### config.mk
export PLATFORM = sky130hd
export DESIGN_NAME = fpe_sequencer
export DESIGN_NICKNAME = d
export VERILOG_FILES = /design/src/verilog/fpe_pkg.sv /design/src/verilog/fpe_sequencer.sv
export SDC_FILE = /design/constraint.sdc
export NUM_CORES = 1
export LEC_CHECK = 0
export CORE_MARGIN = 2
export CORE_UTILIZATION = 36
export CTS_CLUSTER_SIZE = 40
export DETAILED_ROUTE_END_ITERATION = 10
export DONT_BUFFER_PORTS = 1
export PLACE_DENSITY = 0.53
export SYNTH_ARGS = -nofsm -noshare
export SYNTH_HDL_FRONTEND = slang
export SYNTH_SLANG_ARGS = --single-unit
### constraint.sdc
create_clock -name clock -period 4.9 [get_ports clock]
set_input_delay 0.98 -clock clock [delete_from_list [all_inputs] [get_ports clock]]
set_output_delay 0.98 -clock clock [all_outputs]
set_load 0.03 [all_outputs]
### src/verilog/fpe_pkg.sv
package fpe_pkg;

   // ****************************************************
   // command codes and parameter slots
   // ****************************************************
   localparam logic [7:0] CMD_PROG_PHRASE = 8'h06;
   localparam logic [7:0] CMD_PROG_ONCE = 8'h07;
   localparam logic [7:0] CMD_ERASE_ALL = 8'h08;
   localparam logic [7:0] CMD_ERASE_BLOCK = 8'h09;
   localparam logic [2:0] SLOT_CMD = 3'h0;
   localparam logic [2:0] SLOT_ADDR = 3'h1;
   localparam logic [2:0] SLOT_LAST_PROG = 3'h5;
   localparam logic [2:0] SLOT_LAST_ERASE_ALL = 3'h0;
   localparam logic [2:0] SLOT_LAST_ERASE_BLK = 3'h1;
   localparam int CMD_FIELD_LSB = 8;
   localparam logic [2:0] ONCE_LAST_INDEX = 3'h7;
   localparam logic [15:0] ERASED_WORD = 16'hffff;

   // ****************************************************
   // flash map and timing
   // ****************************************************
   localparam logic [1:0] BLK_DFLASH = 2'h0;
   localparam logic [1:0] BLK_PFLASH = 2'h3;
   localparam logic [17:0] PFLASH_BASE = 18'h38000;
   localparam int PROG_TIME_NS = 20000;
   localparam int ERASE_TIME_NS = 100000;
   localparam int CLK_PERIOD_NS = 100;
   localparam int PROG_CYCLES = (PROG_TIME_NS + CLK_PERIOD_NS - 1) / CLK_PERIOD_NS;
   localparam int ERASE_CYCLES = (ERASE_TIME_NS + CLK_PERIOD_NS - 1) / CLK_PERIOD_NS;

   // status flags carried together
   typedef struct packed {
      logic access_error_flag;
      logic protect_violation_flag;
      logic verify_error_flag;
      logic verify_uncorrectable_flag;
   } fpe_status_t;

   // request to the flash array
   typedef struct packed {
      logic prog;
      logic erase_blk;
      logic erase_all;
      logic once;
      logic [17:0] addr;
      logic [63:0] data;
   } fpe_array_req_t;

endpackage : fpe_pkg

### src/verilog/fpe_sequencer.sv
`timescale 1ns/1ps
// Notes on behaviour
// RQ1: program slots: code+addr high, addr low, four words
// RQ2: program, read back verify, then complete
// RQ3: final slot index checked at launch
// RQ4: program address must be phrase aligned
// RQ5: program address must be valid flash
// RQ6: protected program target flags violation
// RQ7: verify errors set the margin flags
// RQ8: unavailable mode raises access error
// RQ9: one-time slots: code, index, four words
// RQ10: one-time: blank check, program, verify
// RQ11: programmed one-time phrase refused
// RQ12: one-time index beyond seven refused
// RQ13: all-ones one-time phrase counts as blank
// RQ14: flash reads invalid during one-time program
// RQ15: host avoids running from one-time block
// RQ16: erase all, verify, then release security
// RQ17: host writes nothing during erase all
// RQ18: any protection blocks erase all
// RQ19: block erase slots, erase then verify
// RQ20: block erase alignment per flash kind
// RQ21: block erase needs valid block select
// RQ22: protected block flags violation
// RQ23: host programs only erased phrases
// RQ24: launch errors abort quickly, array untouched
module fpe_sequencer #(
   parameter int PROG_WAIT = fpe_pkg::PROG_CYCLES,
   parameter int ERASE_WAIT = fpe_pkg::ERASE_CYCLES
) (
   // clock and reset
   input wire logic clock,
   input wire logic rst_n,
   // parameter register writes
   input wire logic param_wr,
   input wire logic [2:0] param_slot_index,
   input wire logic [15:0] cmd_param_reg,
   // launch strobe: software clears the complete flag
   input wire logic launch,
   input wire logic clear_errors,
   // chip state
   input wire logic cmd_allowed,
   input wire logic [17:0] protect_lo,
   input wire logic [17:0] protect_hi,
   input wire logic dflash_protected,
   // flash array port
   output fpe_pkg::fpe_array_req_t array_req,
   output logic array_req_valid,
   input wire logic array_done,
   input wire logic [63:0] array_rdata,
   input wire logic array_rd_uncorrectable,
   // status
   output logic cmd_complete_flag,
   output fpe_pkg::fpe_status_t flash_status_reg,
   output logic pflash_read_invalid,
   output logic security_released
);

   initial begin
      if (PROG_WAIT < 1 || ERASE_WAIT < 1) $error("wait counts must be positive");
   end

   typedef enum logic [2:0] {
      FPE_IDLE, FPE_CHECK, FPE_BLANK, FPE_WORK, FPE_WAIT, FPE_VERIFY, FPE_DONE
   } fpe_state_t;

   // ****************************************************
   // parameter slots
   // ****************************************************
   logic [15:0] slot_reg [0:5];
   logic [2:0] index_reg;
   always_ff @(posedge clock) begin
      if (!rst_n) begin
         index_reg <= 3'h0;
         for (int i = 0; i < 6; i++) slot_reg[i] <= 16'h0000;
      end else if (param_wr && cmd_complete_flag) begin
         index_reg <= param_slot_index;
         if (param_slot_index <= 3'h5) slot_reg[param_slot_index] <= cmd_param_reg;
      end
   end

   // decoded fields
   logic [7:0] code;
   logic [17:0] addr;
   logic [1:0] blk;
   logic [63:0] wdata;
   logic is_prog, is_once, is_eall, is_eblk;
   assign code = slot_reg[fpe_pkg::SLOT_CMD][15:fpe_pkg::CMD_FIELD_LSB];
   assign addr = {slot_reg[0][1:0], slot_reg[fpe_pkg::SLOT_ADDR]}; // [RQ1] [RQ19]
   assign blk = addr[17:16];
   assign wdata = {slot_reg[5], slot_reg[4], slot_reg[3], slot_reg[2]}; // [RQ1] [RQ9]
   assign is_prog = code == fpe_pkg::CMD_PROG_PHRASE;
   assign is_once = code == fpe_pkg::CMD_PROG_ONCE;
   assign is_eall = code == fpe_pkg::CMD_ERASE_ALL;
   assign is_eblk = code == fpe_pkg::CMD_ERASE_BLOCK;

   // ****************************************************
   // launch checks
   // ****************************************************
   logic acc_err, prot_err, in_prot;
   assign in_prot = addr >= protect_lo && addr <= protect_hi;
   always_comb begin
      acc_err = 1'b0;
      prot_err = 1'b0;
      if (!cmd_allowed) acc_err = 1'b1; // [RQ8]
      if (is_prog) begin
         if (index_reg != fpe_pkg::SLOT_LAST_PROG) acc_err = 1'b1; // [RQ3]
         if (addr[2:0] != 3'h0) acc_err = 1'b1; // [RQ4]
         if (addr < fpe_pkg::PFLASH_BASE) acc_err = 1'b1; // [RQ5]
         prot_err = in_prot; // [RQ6]
      end else if (is_once) begin
         if (index_reg != fpe_pkg::SLOT_LAST_PROG) acc_err = 1'b1; // [RQ3]
         if (slot_reg[1] > {13'h0000, fpe_pkg::ONCE_LAST_INDEX}) acc_err = 1'b1; // [RQ12]
      end else if (is_eall) begin
         if (index_reg != fpe_pkg::SLOT_LAST_ERASE_ALL) acc_err = 1'b1; // [RQ3]
         prot_err = dflash_protected || (protect_hi >= protect_lo); // [RQ18]
      end else if (is_eblk) begin
         if (index_reg != fpe_pkg::SLOT_LAST_ERASE_BLK) acc_err = 1'b1; // [RQ3]
         if (blk != fpe_pkg::BLK_DFLASH && blk != fpe_pkg::BLK_PFLASH) acc_err = 1'b1; // [RQ21]
         if (blk == fpe_pkg::BLK_PFLASH && addr[2:0] != 3'h0) acc_err = 1'b1; // [RQ20]
         if (blk == fpe_pkg::BLK_DFLASH && addr[0]) acc_err = 1'b1; // [RQ20]
         prot_err = (blk == fpe_pkg::BLK_PFLASH) ? (protect_hi >= protect_lo)
                                                 : dflash_protected; // [RQ22]
      end else begin
         acc_err = 1'b1;
      end
   end

   // ****************************************************
   // sequencer
   // ****************************************************
   fpe_state_t state_reg;
   logic [31:0] wait_reg;
   always_ff @(posedge clock) begin
      if (!rst_n) begin
         state_reg <= FPE_IDLE;
         wait_reg <= 32'h0;
      end else begin
         unique case (state_reg)
            FPE_IDLE: if (launch && cmd_complete_flag) state_reg <= FPE_CHECK;
            FPE_CHECK: begin
               if (acc_err || prot_err) state_reg <= FPE_DONE; // [RQ24]
               else if (is_once) state_reg <= FPE_BLANK; // [RQ10]
               else state_reg <= FPE_WORK;
            end
            FPE_BLANK: if (array_done) begin
               // all ones reads as blank, so it may be programmed again
               if (array_rdata == {4{fpe_pkg::ERASED_WORD}}) state_reg <= FPE_WORK; // [RQ13]
               else state_reg <= FPE_DONE; // [RQ11]
            end
            FPE_WORK: begin
               wait_reg <= (is_prog || is_once) ? PROG_WAIT : ERASE_WAIT;
               state_reg <= FPE_WAIT;
            end
            FPE_WAIT: begin
               wait_reg <= wait_reg - 32'h1;
               if (wait_reg <= 32'h1 && array_done) state_reg <= FPE_VERIFY;
            end
            FPE_VERIFY: if (array_done) state_reg <= FPE_DONE; // [RQ2] [RQ19]
            FPE_DONE: state_reg <= FPE_IDLE;
            default: state_reg <= FPE_IDLE;
         endcase
      end
   end

   // array request: blank read, operate, verify read
   always_comb begin
      array_req = '0;
      array_req.addr = is_once ? {15'h0000, slot_reg[1][2:0]} : addr;
      array_req.data = wdata;
      array_req.once = is_once;
      array_req_valid = state_reg == FPE_BLANK || state_reg == FPE_WAIT
                        || state_reg == FPE_VERIFY;
      if (state_reg == FPE_WAIT) begin
         array_req.prog = is_prog || is_once;
         array_req.erase_blk = is_eblk;
         array_req.erase_all = is_eall; // [RQ16]
      end
   end

   // verify outcome
   logic verify_bad;
   assign verify_bad = (is_prog || is_once) ? (array_rdata != wdata)
                                            : (array_rdata != {4{fpe_pkg::ERASED_WORD}});

   // ****************************************************
   // complete flag and status
   // ****************************************************
   always_ff @(posedge clock) begin
      if (!rst_n) cmd_complete_flag <= 1'b1;
      else if (state_reg == FPE_DONE) cmd_complete_flag <= 1'b1; // [RQ2] [RQ10]
      else if (state_reg == FPE_IDLE && launch) cmd_complete_flag <= 1'b0;
   end

   // flags: hardware set wins over software clear
   always_ff @(posedge clock) begin
      if (!rst_n) begin
         flash_status_reg <= '0;
      end else begin
         if (state_reg == FPE_IDLE && launch && cmd_complete_flag) flash_status_reg <= '0;
         else if (clear_errors) flash_status_reg <= '0;
         if (state_reg == FPE_CHECK) begin
            if (acc_err) flash_status_reg.access_error_flag <= 1'b1;
            else if (prot_err) flash_status_reg.protect_violation_flag <= 1'b1;
         end
         if (state_reg == FPE_BLANK && array_done && array_rdata != {4{fpe_pkg::ERASED_WORD}})
            flash_status_reg.access_error_flag <= 1'b1; // [RQ11]
         if (state_reg == FPE_VERIFY && array_done) begin
            if (verify_bad) flash_status_reg.verify_error_flag <= 1'b1; // [RQ7]
            if (array_rd_uncorrectable)
               flash_status_reg.verify_uncorrectable_flag <= 1'b1; // [RQ7]
         end
      end
   end

   // invalid reads while one-time program runs
   always_ff @(posedge clock) begin
      if (!rst_n) pflash_read_invalid <= 1'b0;
      else pflash_read_invalid <= is_once && state_reg != FPE_IDLE
                                 && state_reg != FPE_DONE; // [RQ14]
   end

   // security released after a clean erase all
   always_ff @(posedge clock) begin
      if (!rst_n) security_released <= 1'b0;
      else if (state_reg == FPE_VERIFY && array_done && is_eall && !verify_bad
               && !array_rd_uncorrectable)
         security_released <= 1'b1; // [RQ16]
   end

endmodule : fpe_sequencer
**Word-level counts from Yosys, hierarchy flattened**

Memories as Yosys holds them, arrays and structs flattened.
Cells that the tools add are included.

- Add/subtract/negate cells: 1
- Multiply operators: 0
- Divide/modulo/power cells: 0
- Magnitude comparators: 7
- Equal/unequal tests: 22
- Shift operators: 0
- Mux-type cells: 50
- Bitwise operators: 1
- Reduce and logical (&&, ||, !) cells: 34

Operators by type and width:

| kind | number |
|---|---|
| 64-bit == test (second input constant) | 1 |
| 64-bit != test | 1 |
| 64-bit != test (second input constant) | 1 |
| 32-bit one-hot mux with 2 select lines | 1 |
| 18-bit greater-or-equal comparator | 2 |
| 1-bit 2-to-1 mux | 33 |
| 32-bit by 1-bit <= comparator with 1-bit output (second input constant) | 1 |
| 32-bit by 1-bit subtractor with 32-bit output (second input constant) | 1 |
| 3-bit 2-to-1 mux | 8 |
| 18-bit <= comparator | 1 |
| 18-bit < comparator (second input constant) | 1 |
| 18-bit 2-to-1 mux | 1 |
| 3-bit one-hot mux with 6 select lines | 1 |
| 1-bit logical AND | 17 |
| 8-bit by 3-bit == test with 1-bit output (second input constant) | 2 |
| 8-bit by 4-bit == test with 1-bit output (second input constant) | 2 |
| 16-bit by 3-bit > comparator with 1-bit output (second input constant) | 1 |
| 16-bit 2-to-1 mux | 1 |
| 16-bit OR reduction | 1 |
| 10-bit 2-to-1 mux | 1 |
| 2-bit != test (second input constant) | 5 |
| 3-bit == test (second input constant) | 3 |
| 3-bit nonzero test | 3 |
| 4-bit 2-to-1 mux | 2 |
| other kinds (15) | 24 |

- Bits in registers: 45
- Bits in latches: 0
- RAM bits: 96
- Bits in read-only memories: 0
- Input port bits: 128
- Output and inout bits: 94
- Memories kept: 1

Memories:

| name | depth | bits a word | read ports | clocked after Yosys merged registers in | wr ports | line | RTL |
|---|---|---|---|---|---|---|---|
| slot_reg | 6 | 16 | 6 | 0 | 6 | fpe_sequencer.sv:70 | `logic [15:0] slot_reg [0:5];` |

**Logic depth before layout (Yosys ltp)**

Gate-level depths: netlist of run 1.
An unclocked memory read counts as a cell.

- Word-level depth: 13
- Gate-level depth with buffers: 9

**Worst setup path after synthesis of run 1**

OpenSTA, ideal clock, no wires.

- Path kind: input to register
- Start point: input port rst_n
- End point: memory slot_reg[4][0] (enable)
- Data arrival time: 3.281 ns
- Data required time: 4.489 ns
- Slack: 1.208 ns
- Cell stages on the path: 6
- Buffers on the path: 2
- Cell sequence: clkbuf_1 -> nand3_1 -> a21oi_1 -> clkbuf_1 -> inv_1 -> o21ai_0

RTL lines:

| what | line | RTL |
|---|---|---|
| from (decl) | fpe_sequencer.sv:33 | `input wire logic rst_n,` |
| to (decl) | fpe_sequencer.sv:70 |  |

==> impl_metrics.tcl, run 1 <==
set metrics [dict create \
    post_cts_resized 0 \
    cts_sinks 135 \
    vdd_ir_drop_max_uv 229 \
    drive_gt1_frac 0.0663 \
    die_h_microns 152 \
    cts.path.max_buffers 2 \
    dp_hpwl_microns 18900 \
    vias 6115 \
    antenna_found_initial 0 \
    pre_cts_ws_ns 1.63 \
    end_kind "output pin" \
    overflow 0 \
    worstRegToRegCells 5 \
    synth_top_family_by_area "simple AND/OR/NAND/NOR gates" \
    period_needed_ns 3.63 \
    io_pins 222 \
    synth-seq-cells 135 \
    drc 0 \
    fillers 2115 \
    finalHoldViolCount 0 \
    start_kind "flop" \
    yosysUniqueCellTypes 62 \
    max_cap_violations 0 \
    grt_pass1_wl_microns 36700 \
    layout.nets 1003 \
    worst_slack_ns 1.27 \
    io_buffer_count 0 \
    critical_path_class "flop to output pin" \
    grt_pass1_vias 6018 \
    place_inst 1078 \
    synth_area_per_cell_sq_um 9.57 \
    postCtsSetupBuffers 0 \
    syn_inst 824 \
    synthMuxAreaShare 0.0195 \
    synth_flop_cell "edfxtp_1" \
    track_usage 0.211 \
    area_growth_pct 10.5 \
    rsz0062_at_grt "no" \
    wl_per_cell_microns 22.1 \
    synth_edf_count 90 \
    path_max_fanout 5 \
    synth_xor_area_frac 0.0744 \
    status "completed" \
    p_leak_nw 3.28 \
    synthAdderAreaFrac 0.0921 \
    synth_area_leaders "edfxtp_1 (34%), dfxtp_1 (11%), ha_1 (9.2%)" \
    reg2reg_slack_ns 1.81 \
    cts_tree "yes" \
    yosys.area_share.simple 0.224 \
    clk_latency_ns 0.43 \
    worst_slew_pin_slew_ns 1.07 \
    syn-num-nets 1010 \
    drt-initial-drc-count 551 \
    initial_utilization 0.363 \
    hold_buffers 0 \
    synth_async_sr_flop_share 0 \
    synth_warnings 0 \
    synth_top_area_share 0.343 \
    cp.arrival_ns 2.65 \
    core_area_sq_um 21700 \
    setup_tns_ns 0 \
    ys_seq_area_frac 0.457 \
    cp.required_ns 3.92 \
    synth_largest_area_cell "edfxtp_1" \
    fmax_mhz 275 \
    dieArea_sq_um 23100 \
    largest_reg_flops 90 \
    synth-compound-area-share 0.0870 \
    numCtsBuffers 17 \
    place_congestion 0.842 \
    clock_skew_ns 0.0128 \
    setup_violations 0 \
    hold_depth 2 \
    drv_slew 0 \
    num_rows 54 \
    clk_pin_slew_worst_paths_ns 0.06 \
    grt_max_degree 33 \
    dieWidth_microns 152 \
    powerDensity_nw_per_um2 465 \
    timing.final.crit_share 0.742 \
    cts.htree.levels 4 \
    final_util 0.402 \
    final_cells 1110 \
    netlist_area_sq_um 7880 \
    postRouteAntennaNets 0 \
    routed_wl_microns 24500 \
    drt_first_pass_iters 5 \
    diodes 0 \
    vias_per_cell 5.51 \
    hold_class "flop to flop" \
    clockRootBuffer "clkbuf_16" \
    relSlewSlack 0.280 \
]
placed cells by master, fill, tap and decap left out, types with 6 or more instances in the layout:
master / Yosys / final
a31oi_1: 6 / 6
ha_1: 58 / 58
a21oi_1: 42 / 42
nor2_1: 118 / 118
edfxtp_1: 90 / 90
nand2_1: 72 / 72
dfxtp_1: 45 / 45
mux2_2: 11 / 11
inv_6: 0 / 6
nor3_1: 18 / 18
or4_1: 9 / 9
inv_1: 63 / 63
nand2b_1: 6 / 6
nand3_1: 19 / 19
nand4_1: 44 / 44
o21ai_0: 13 / 12
xnor2_1: 67 / 67
o21a_1: 6 / 6
and2_1: 16 / 16
nor4_1: 19 / 19
clkbuf_16: 0 / 17
Yosys cell counts (18+ instances only):
library cell / n
nor2_1: 118
nand2_1: 72
clkbuf_1: 23
nor3_1: 18
nor4_1: 19
xnor2_1: 67
a21oi_1: 42
ha_1: 58
nand3_1: 19
nand4_1: 44
dfxtp_1: 45
edfxtp_1: 90
inv_1: 63
worst max-delay path, cell delays in order, from the launching register on:
cell and delay (ns):
edfxtp_1 0.37, or4_4 0.58, or4b_4 0.57, nor3_1 0.71
cell families after synthesis:
group	after synthesis
and+or+nand+nor	354
DFF	135
buffers and inverters	92
AOI/OAI and AO/OA	104
muxes	14
xor gates and xnor gates	67
adders and majority gates	58
path summary, 6_finish.rpt:
kind | startpoint | to
worst max-delay path | slot_reg[0][13]$_SDFFCE_PN0P_ | array_req[83]
worst max register to register | cmd_complete_flag$_SDFFE_PP1P_ | slot_reg[3][6]$_SDFFCE_PN0P_
worst min register to register | index_reg[2]$_SDFFE_PN0P_ | index_reg[2]$_SDFFE_PN0P_
worst min-delay path | index_reg[2]$_SDFFE_PN0P_ | index_reg[2]$_SDFFE_PN0P_
layer usage:
metal  share of wire  up-vias  wire length (microns)  track usage
met2            0.47      235                  11600        0.343
met1            0.44     2900                  10700        0.269
met5               0        -                      0            0
met4           0.019        0                    474       0.0672
met3           0.073       37                   1780       0.0670
li1                -     2943                      -            -
final cells by class:
type | instances | area, sq um | area share
well taps | 280 | 350 | 0.0402
clock buffers | 17 | 425 | 0.0488
clock inverters | 15 | 156 | 0.0180
repair buffers | 3 | 22.5 | 0.00259
flip-flops and latches | 135 | 3600 | 0.414
multi-input cells | 597 | 3920 | 0.450
inverters | 63 | 236 | 0.0271
power by group:
part | total [mW] | internal, mW | switching, mW
registers | 1.69 | 1.40 | 0.288
clock network | 1.26 | 0.681 | 0.576
logic | 1.11 | 0.479 | 0.629
stage by stage:
stage	area, sq um	hold WS, ns	total power, mW
6_report	8710	0.480	4.05
5_1_grt	8710	0.512	4.31
4_1_cts	8710	0.481	4.08
3_5_place_dp	8130	0.472	2.81
3_3_place_gp	8130	0.464	2.81
2_1_floorplan	7880	0.446	2.56
(Power assumes the default switching activity.)
==> run 2, diff against run 1 <==
- PLACE_DENSITY: 0.53 -> 0.55
- clock period: 4.9 -> 3.1 ns (I/O delays scaled with it)
==> run 2 against run 1 <==
Against the previous run:
- first-iteration DRC count fell by 6.7%
- hold slack got worse by 0.15 ns
- total power rose by 64%
- clock-buffer cell count unchanged
- die area unchanged
- global-route usage up 0.35 points
- wire length rose by 0.70%
- sequential share of layout area fell by 0.79 points
- utilization up 0.78 points
- non-clock buffer count increased by 16
- critical endpoint is now array_req[84]
==> impl_metrics.tcl, run 2 (same netlist as run 1, synthesis figures left out) <==
set metrics [dict create \
    status "completed" \
    grt_pass1_wl_microns 37700 \
    hold_buffers 0 \
    grt_max_degree 21 \
    drc 0 \
    setup_violations 0 \
    diodes 0 \
    cp.arrival_ns 2.33 \
    routed_wl_microns 24700 \
    clock_skew_ns 0.0124 \
    holdWs_ns 0.327 \
    io_buffer_count 0 \
    hold_class "input port to flop" \
    place_congestion 0.891 \
    pre_cts_ws_ns 0.481 \
    finalHoldViolCount 0 \
    end_kind "output pin" \
    track_usage 0.215 \
    drt-initial-drc-count 514 \
    timing.critical_path.buf_inv 1 \
    drv_slew 0 \
    relSlewSlack 0.443 \
    worst_slew_pin_slew_ns 0.834 \
    cp-startpoint "slot_reg[0][13]$_SDFFCE_PN0P_" \
    area_growth_pct 12.7 \
    dieArea_sq_um 23100 \
    most-common-layout-cells "nor2_1 (118), edfxtp_1 (90), nand2_1 (71)" \
    p_leak_nw 3.37 \
    cp_slowest_stage_delay_ns 0.58 \
    largest_reg_flops 90 \
    die_h_microns 152 \
    final_util 0.410 \
    cp-endpoint "array_req[84]" \
    clk_pin_slew_worst_paths_ns 0.06 \
    postCtsSetupBuffers 0 \
    period_needed_ns 2.95 \
    io_pins 222 \
    drt_first_pass_iters 5 \
    vdd_ir_drop_max_uv 355 \
    wl_per_cell_microns 21.9 \
    cts_tree "yes" \
    setup_tns_ns 0 \
    critPathTopFamily "simple AND/OR/NAND/NOR gates" \
    num_rows 54 \
    overflow 0 \
    reg2reg_slack_ns 0.64 \
    vias 6275 \
    max_cap_violations 0 \
    clk_latency_ns 0.43 \
    rsz0062_at_grt "no" \
    worstRegToRegCells 8 \
    multi_input_area_sq_um 3920 \
    grt_pass1_vias 6201 \
    cts.path.max_buffers 2 \
    clockRootBuffer "clkbuf_16" \
    initial_utilization 0.363 \
    critical_path_class "flop to output pin" \
    fmax_mhz 339 \
    vias_per_cell 5.57 \
    worst_slack_ns 0.154 \
    postRouteAntennaNets 0 \
    timing.final.crit_share 0.950 \
    cp.required_ns 2.48 \
    cts_sinks 135 \
    crit_slowest_cell "or4_4" \
    cp.depth 4 \
    total_power_mw 6.63 \
    start_kind "flop" \
    dieWidth_microns 152 \
    dp_hpwl_microns 19200 \
    crit_chain "or4_4 > or4b_4 > nor3_1 > buf_4" \
    r2r-start "slot_reg[1][15]$_SDFFCE_PN0P_" \
    drive_gt1_frac 0.0863 \
    final_common_cell "nor2_1" \
    core_area_sq_um 21700 \
    fillers 2180 \
    antenna_found_initial 0 \
    cts.htree.levels 4 \
    powerDensity_nw_per_um2 746 \
    path_max_fanout 5 \
    regArea_sq_um 3600 \
    r2r-end "flash_status_reg[2]$_SDFF_PN0_" \
    layout.nets 1019 \
    numCtsBuffers 17 \
]
[run 2: cell types whose count changed in the layout (fill, tap and decap cells not counted), sizes merged]
cell	previous run	this run
bufinv	0	2
inv	73	72
buf	3	19
clkinvlp	0	1
clkinv	5	3
[run 2: final cells by class]
type / count / area share
clock buffers: 17 / 0.0479
clock inverters: 15 / 0.0225
inverters: 63 / 0.0266
multi-input cells: 597 / 0.442
flip-flops and latches: 135 / 0.406
well taps: 280 / 0.0394
repair buffers: 19 / 0.0161
[run 2: routing by layer]
layer  global-route usage  part of all wire
met4               0.0565             0.015
met2                0.354              0.48
met1                0.286              0.43
met3               0.0482             0.070
met5                    0                 0
[run 2: through the flow]
stage / instance area [sq um] / cells
finish: 8880 / 1126
global route: 8880 / 1126
CTS: 8880 / 1126
detailed placement: 8250 / 1094
global placement: 8250 / 1094
floorplan: 7880 / 824
[run 2: worst min path at each step]
stage,to,from,cells past startpoint
after floorplan,index_reg[2]$_SDFFE_PN0P_,index_reg[2]$_SDFFE_PN0P_,2
after global placement,index_reg[2]$_SDFFE_PN0P_,index_reg[2]$_SDFFE_PN0P_,2
after detailed placement,index_reg[2]$_SDFFE_PN0P_,index_reg[2]$_SDFFE_PN0P_,2
after CTS,wait_reg[31]$_SDFFE_PN0P_,rst_n,1
after global routing,wait_reg[29]$_SDFFE_PN0P_,rst_n,1
final,wait_reg[16]$_SDFFE_PN0P_,rst_n,1
[run 2: report_power, final]
part           switching (mW)  internal [mW]
Sequential              0.428           2.21
Combinational            1.06          0.787
Clock                   0.903           1.24
[run 2: repair_timing]
item	4_1_cts	5_1_grt
setup endpoints to repair	0	16
hold endpoints to repair	0	0
resized for setup	0	1
[run 2: worst register-to-register path, stage by stage, from the launching register on]
cell and delay [ns]:
edfxtp_1 0.50, ha_1 0.33, a21oi_1 0.12, o21ai_0 0.15
a2111oi_0 0.44, o21ai_0 0.16, o221ai_1 0.22, a31oi_1 0.19
o31ai_1 0.26
==> run 3, diff against run 2 <==
- PLACE_DENSITY: 0.55 -> 0.47
- clock period: 3.1 -> 3.6 ns (I/O delays scaled with it)
==> run 3 against run 2 <==
Against the previous run:
- die area unchanged
- cell count is 0.71% lower
- flip-flop and latch count is the same
- clock skew up 0.0070 ns
- sequential power is 14% lower
- via count up 0.65%
- global-route usage grew 0.63 points
- register-to-register slack gained 0.35 ns
- first-iteration DRC count is 27% lower
- sequential share of layout area rose by 0.31 points
- cell area shrank 0.76%
- clock power down 14%
==> impl_metrics.tcl, run 3 (same netlist as run 1, synthesis figures left out) <==
set metrics [dict create \
    status "completed" \
    path_max_fanout 16 \
    dp_hpwl_microns 20100 \
    die_h_microns 152 \
    drv_slew 0 \
    diodes 0 \
    overflow 0 \
    most-common-layout-cells "nor2_1 (118), edfxtp_1 (90), nand2_1 (72)" \
    drt-initial-drc-count 373 \
    fmax_mhz 301 \
    clockRootBuffer "clkbuf_16" \
    cp.arrival_ns 2.60 \
    p_leak_nw 3.34 \
    dpl_cell_area_sq_um 8190 \
    track_usage 0.221 \
    post_cts_resized 0 \
    vias 6316 \
    grt_pass1_wl_microns 39000 \
    final_common_cell "nor2_1" \
    wl_per_cell_microns 22.9 \
    initial_utilization 0.363 \
    antenna_found_initial 0 \
    setup_tns_ns 0 \
    drt_first_pass_iters 5 \
    grt_pass1_vias 6464 \
    dieWidth_microns 152 \
    largest_reg_flops 90 \
    clk_latency_ns 0.44 \
    cts_tree "yes" \
    worst_slew_pin_slew_ns 0.877 \
    rsz0062_at_grt "no" \
    hold_class "input port to flop" \
    cts_sinks 135 \
    drc 0 \
    clock_skew_ns 0.0194 \
    num_rows 54 \
    cts.htree.levels 4 \
    area_growth_pct 11.8 \
    routed_wl_microns 25600 \
    numCtsBuffers 17 \
    vdd_ir_drop_max_uv 354 \
    powerDensity_nw_per_um2 645 \
    place_congestion 0.888 \
    drive_gt1_frac 0.0764 \
    start_kind "flop" \
    vias_per_cell 5.65 \
    reg2reg_slack_ns 0.99 \
    relSlewSlack 0.414 \
    core_area_sq_um 21700 \
    place_inst 1086 \
    layout.nets 1011 \
    holdWs_ns 0.404 \
    io_buffer_count 0 \
    clk_pin_slew_worst_paths_ns 0.07 \
    hold_buffers 0 \
    fin_area_sq_um 8810 \
    postCtsSetupBuffers 0 \
    finalHoldViolCount 0 \
    critical_path_class "flop to output pin" \
    setup_violations 0 \
    max_cap_violations 0 \
    postRouteAntennaNets 0 \
    cp.required_ns 2.88 \
    period_needed_ns 3.32 \
    dieArea_sq_um 23100 \
    end_kind "output pin" \
    cts.path.max_buffers 2 \
    io_pins 222 \
    grt_max_degree 24 \
    timing.final.crit_share 0.922 \
    final_cells 1118 \
]
run 3: cell count changes in the layout (fill, tap and decap cells not counted), sizes merged:
cell      change
inv           +1
bufinv        -1
buf           -8
clkinv        +1
clkinvlp      -1
run 3: layout make-up:
type	count	area, sq um
Fill cell	2121	12900
Inverter	63	236
Sequential cell	135	3600
Clock buffer	17	425
Clock inverter	15	195
Multi-Input combinational cell	597	3920
Tap cell	280	350
Timing Repair Buffer	11	82.6
run 3: critical path: stages, from the launching register on:
cell,delay (ns)
edfxtp_1,0.37
or4_4,0.58
nor2_1,0.29
nand2_1,0.35
inv_1,0.36
nor2_1,0.22
run 3: path summary, 6_finish.rpt:
path	startpoint	end	cells after the start
setup / recovery	slot_reg[0][13]$_SDFFCE_PN0P_	array_req[80]	5
hold / removal	rst_n	wait_reg[16]$_SDFFE_PN0P_	1
setup reg to reg	state_reg[2]$_SDFFE_PN0P_	wait_reg[27]$_SDFFE_PN0P_	6
hold reg to reg	index_reg[2]$_SDFFE_PN0P_	index_reg[2]$_SDFFE_PN0P_	2
run 3: through the flow:
| stage | util | total power, mW | setup slack (ns) |
|---|---|---|---|
| after floorplan | - | 3.49 | 0.168 |
| after global routing | 0.406 | 6.02 | 0.134 |
| after CTS | 0.406 | 5.71 | 0.268 |
| final | 0.406 | 5.69 | 0.282 |
| after global placement | 0.378 | 3.83 | 0.839 |
| after detailed placement | 0.378 | 3.89 | 0.731 |
run 3: power breakdown:
| part | internal (mW) | switching, mW | leakage [nW] |
|---|---|---|---|
| logic | 0.662 | 0.917 | 1.73 |
| clock network | 1.01 | 0.817 | 0.306 |
| registers | 1.90 | 0.378 | 1.30 |
| total | 3.58 | 2.11 | 3.34 |
run 3: layer usage:
layer / GRT usage / wire length [microns]
met5: 0 / 0
met4: 0.0757 / 627
met3: 0.0642 / 2130
met2: 0.361 / 12200
met1: 0.281 / 10700
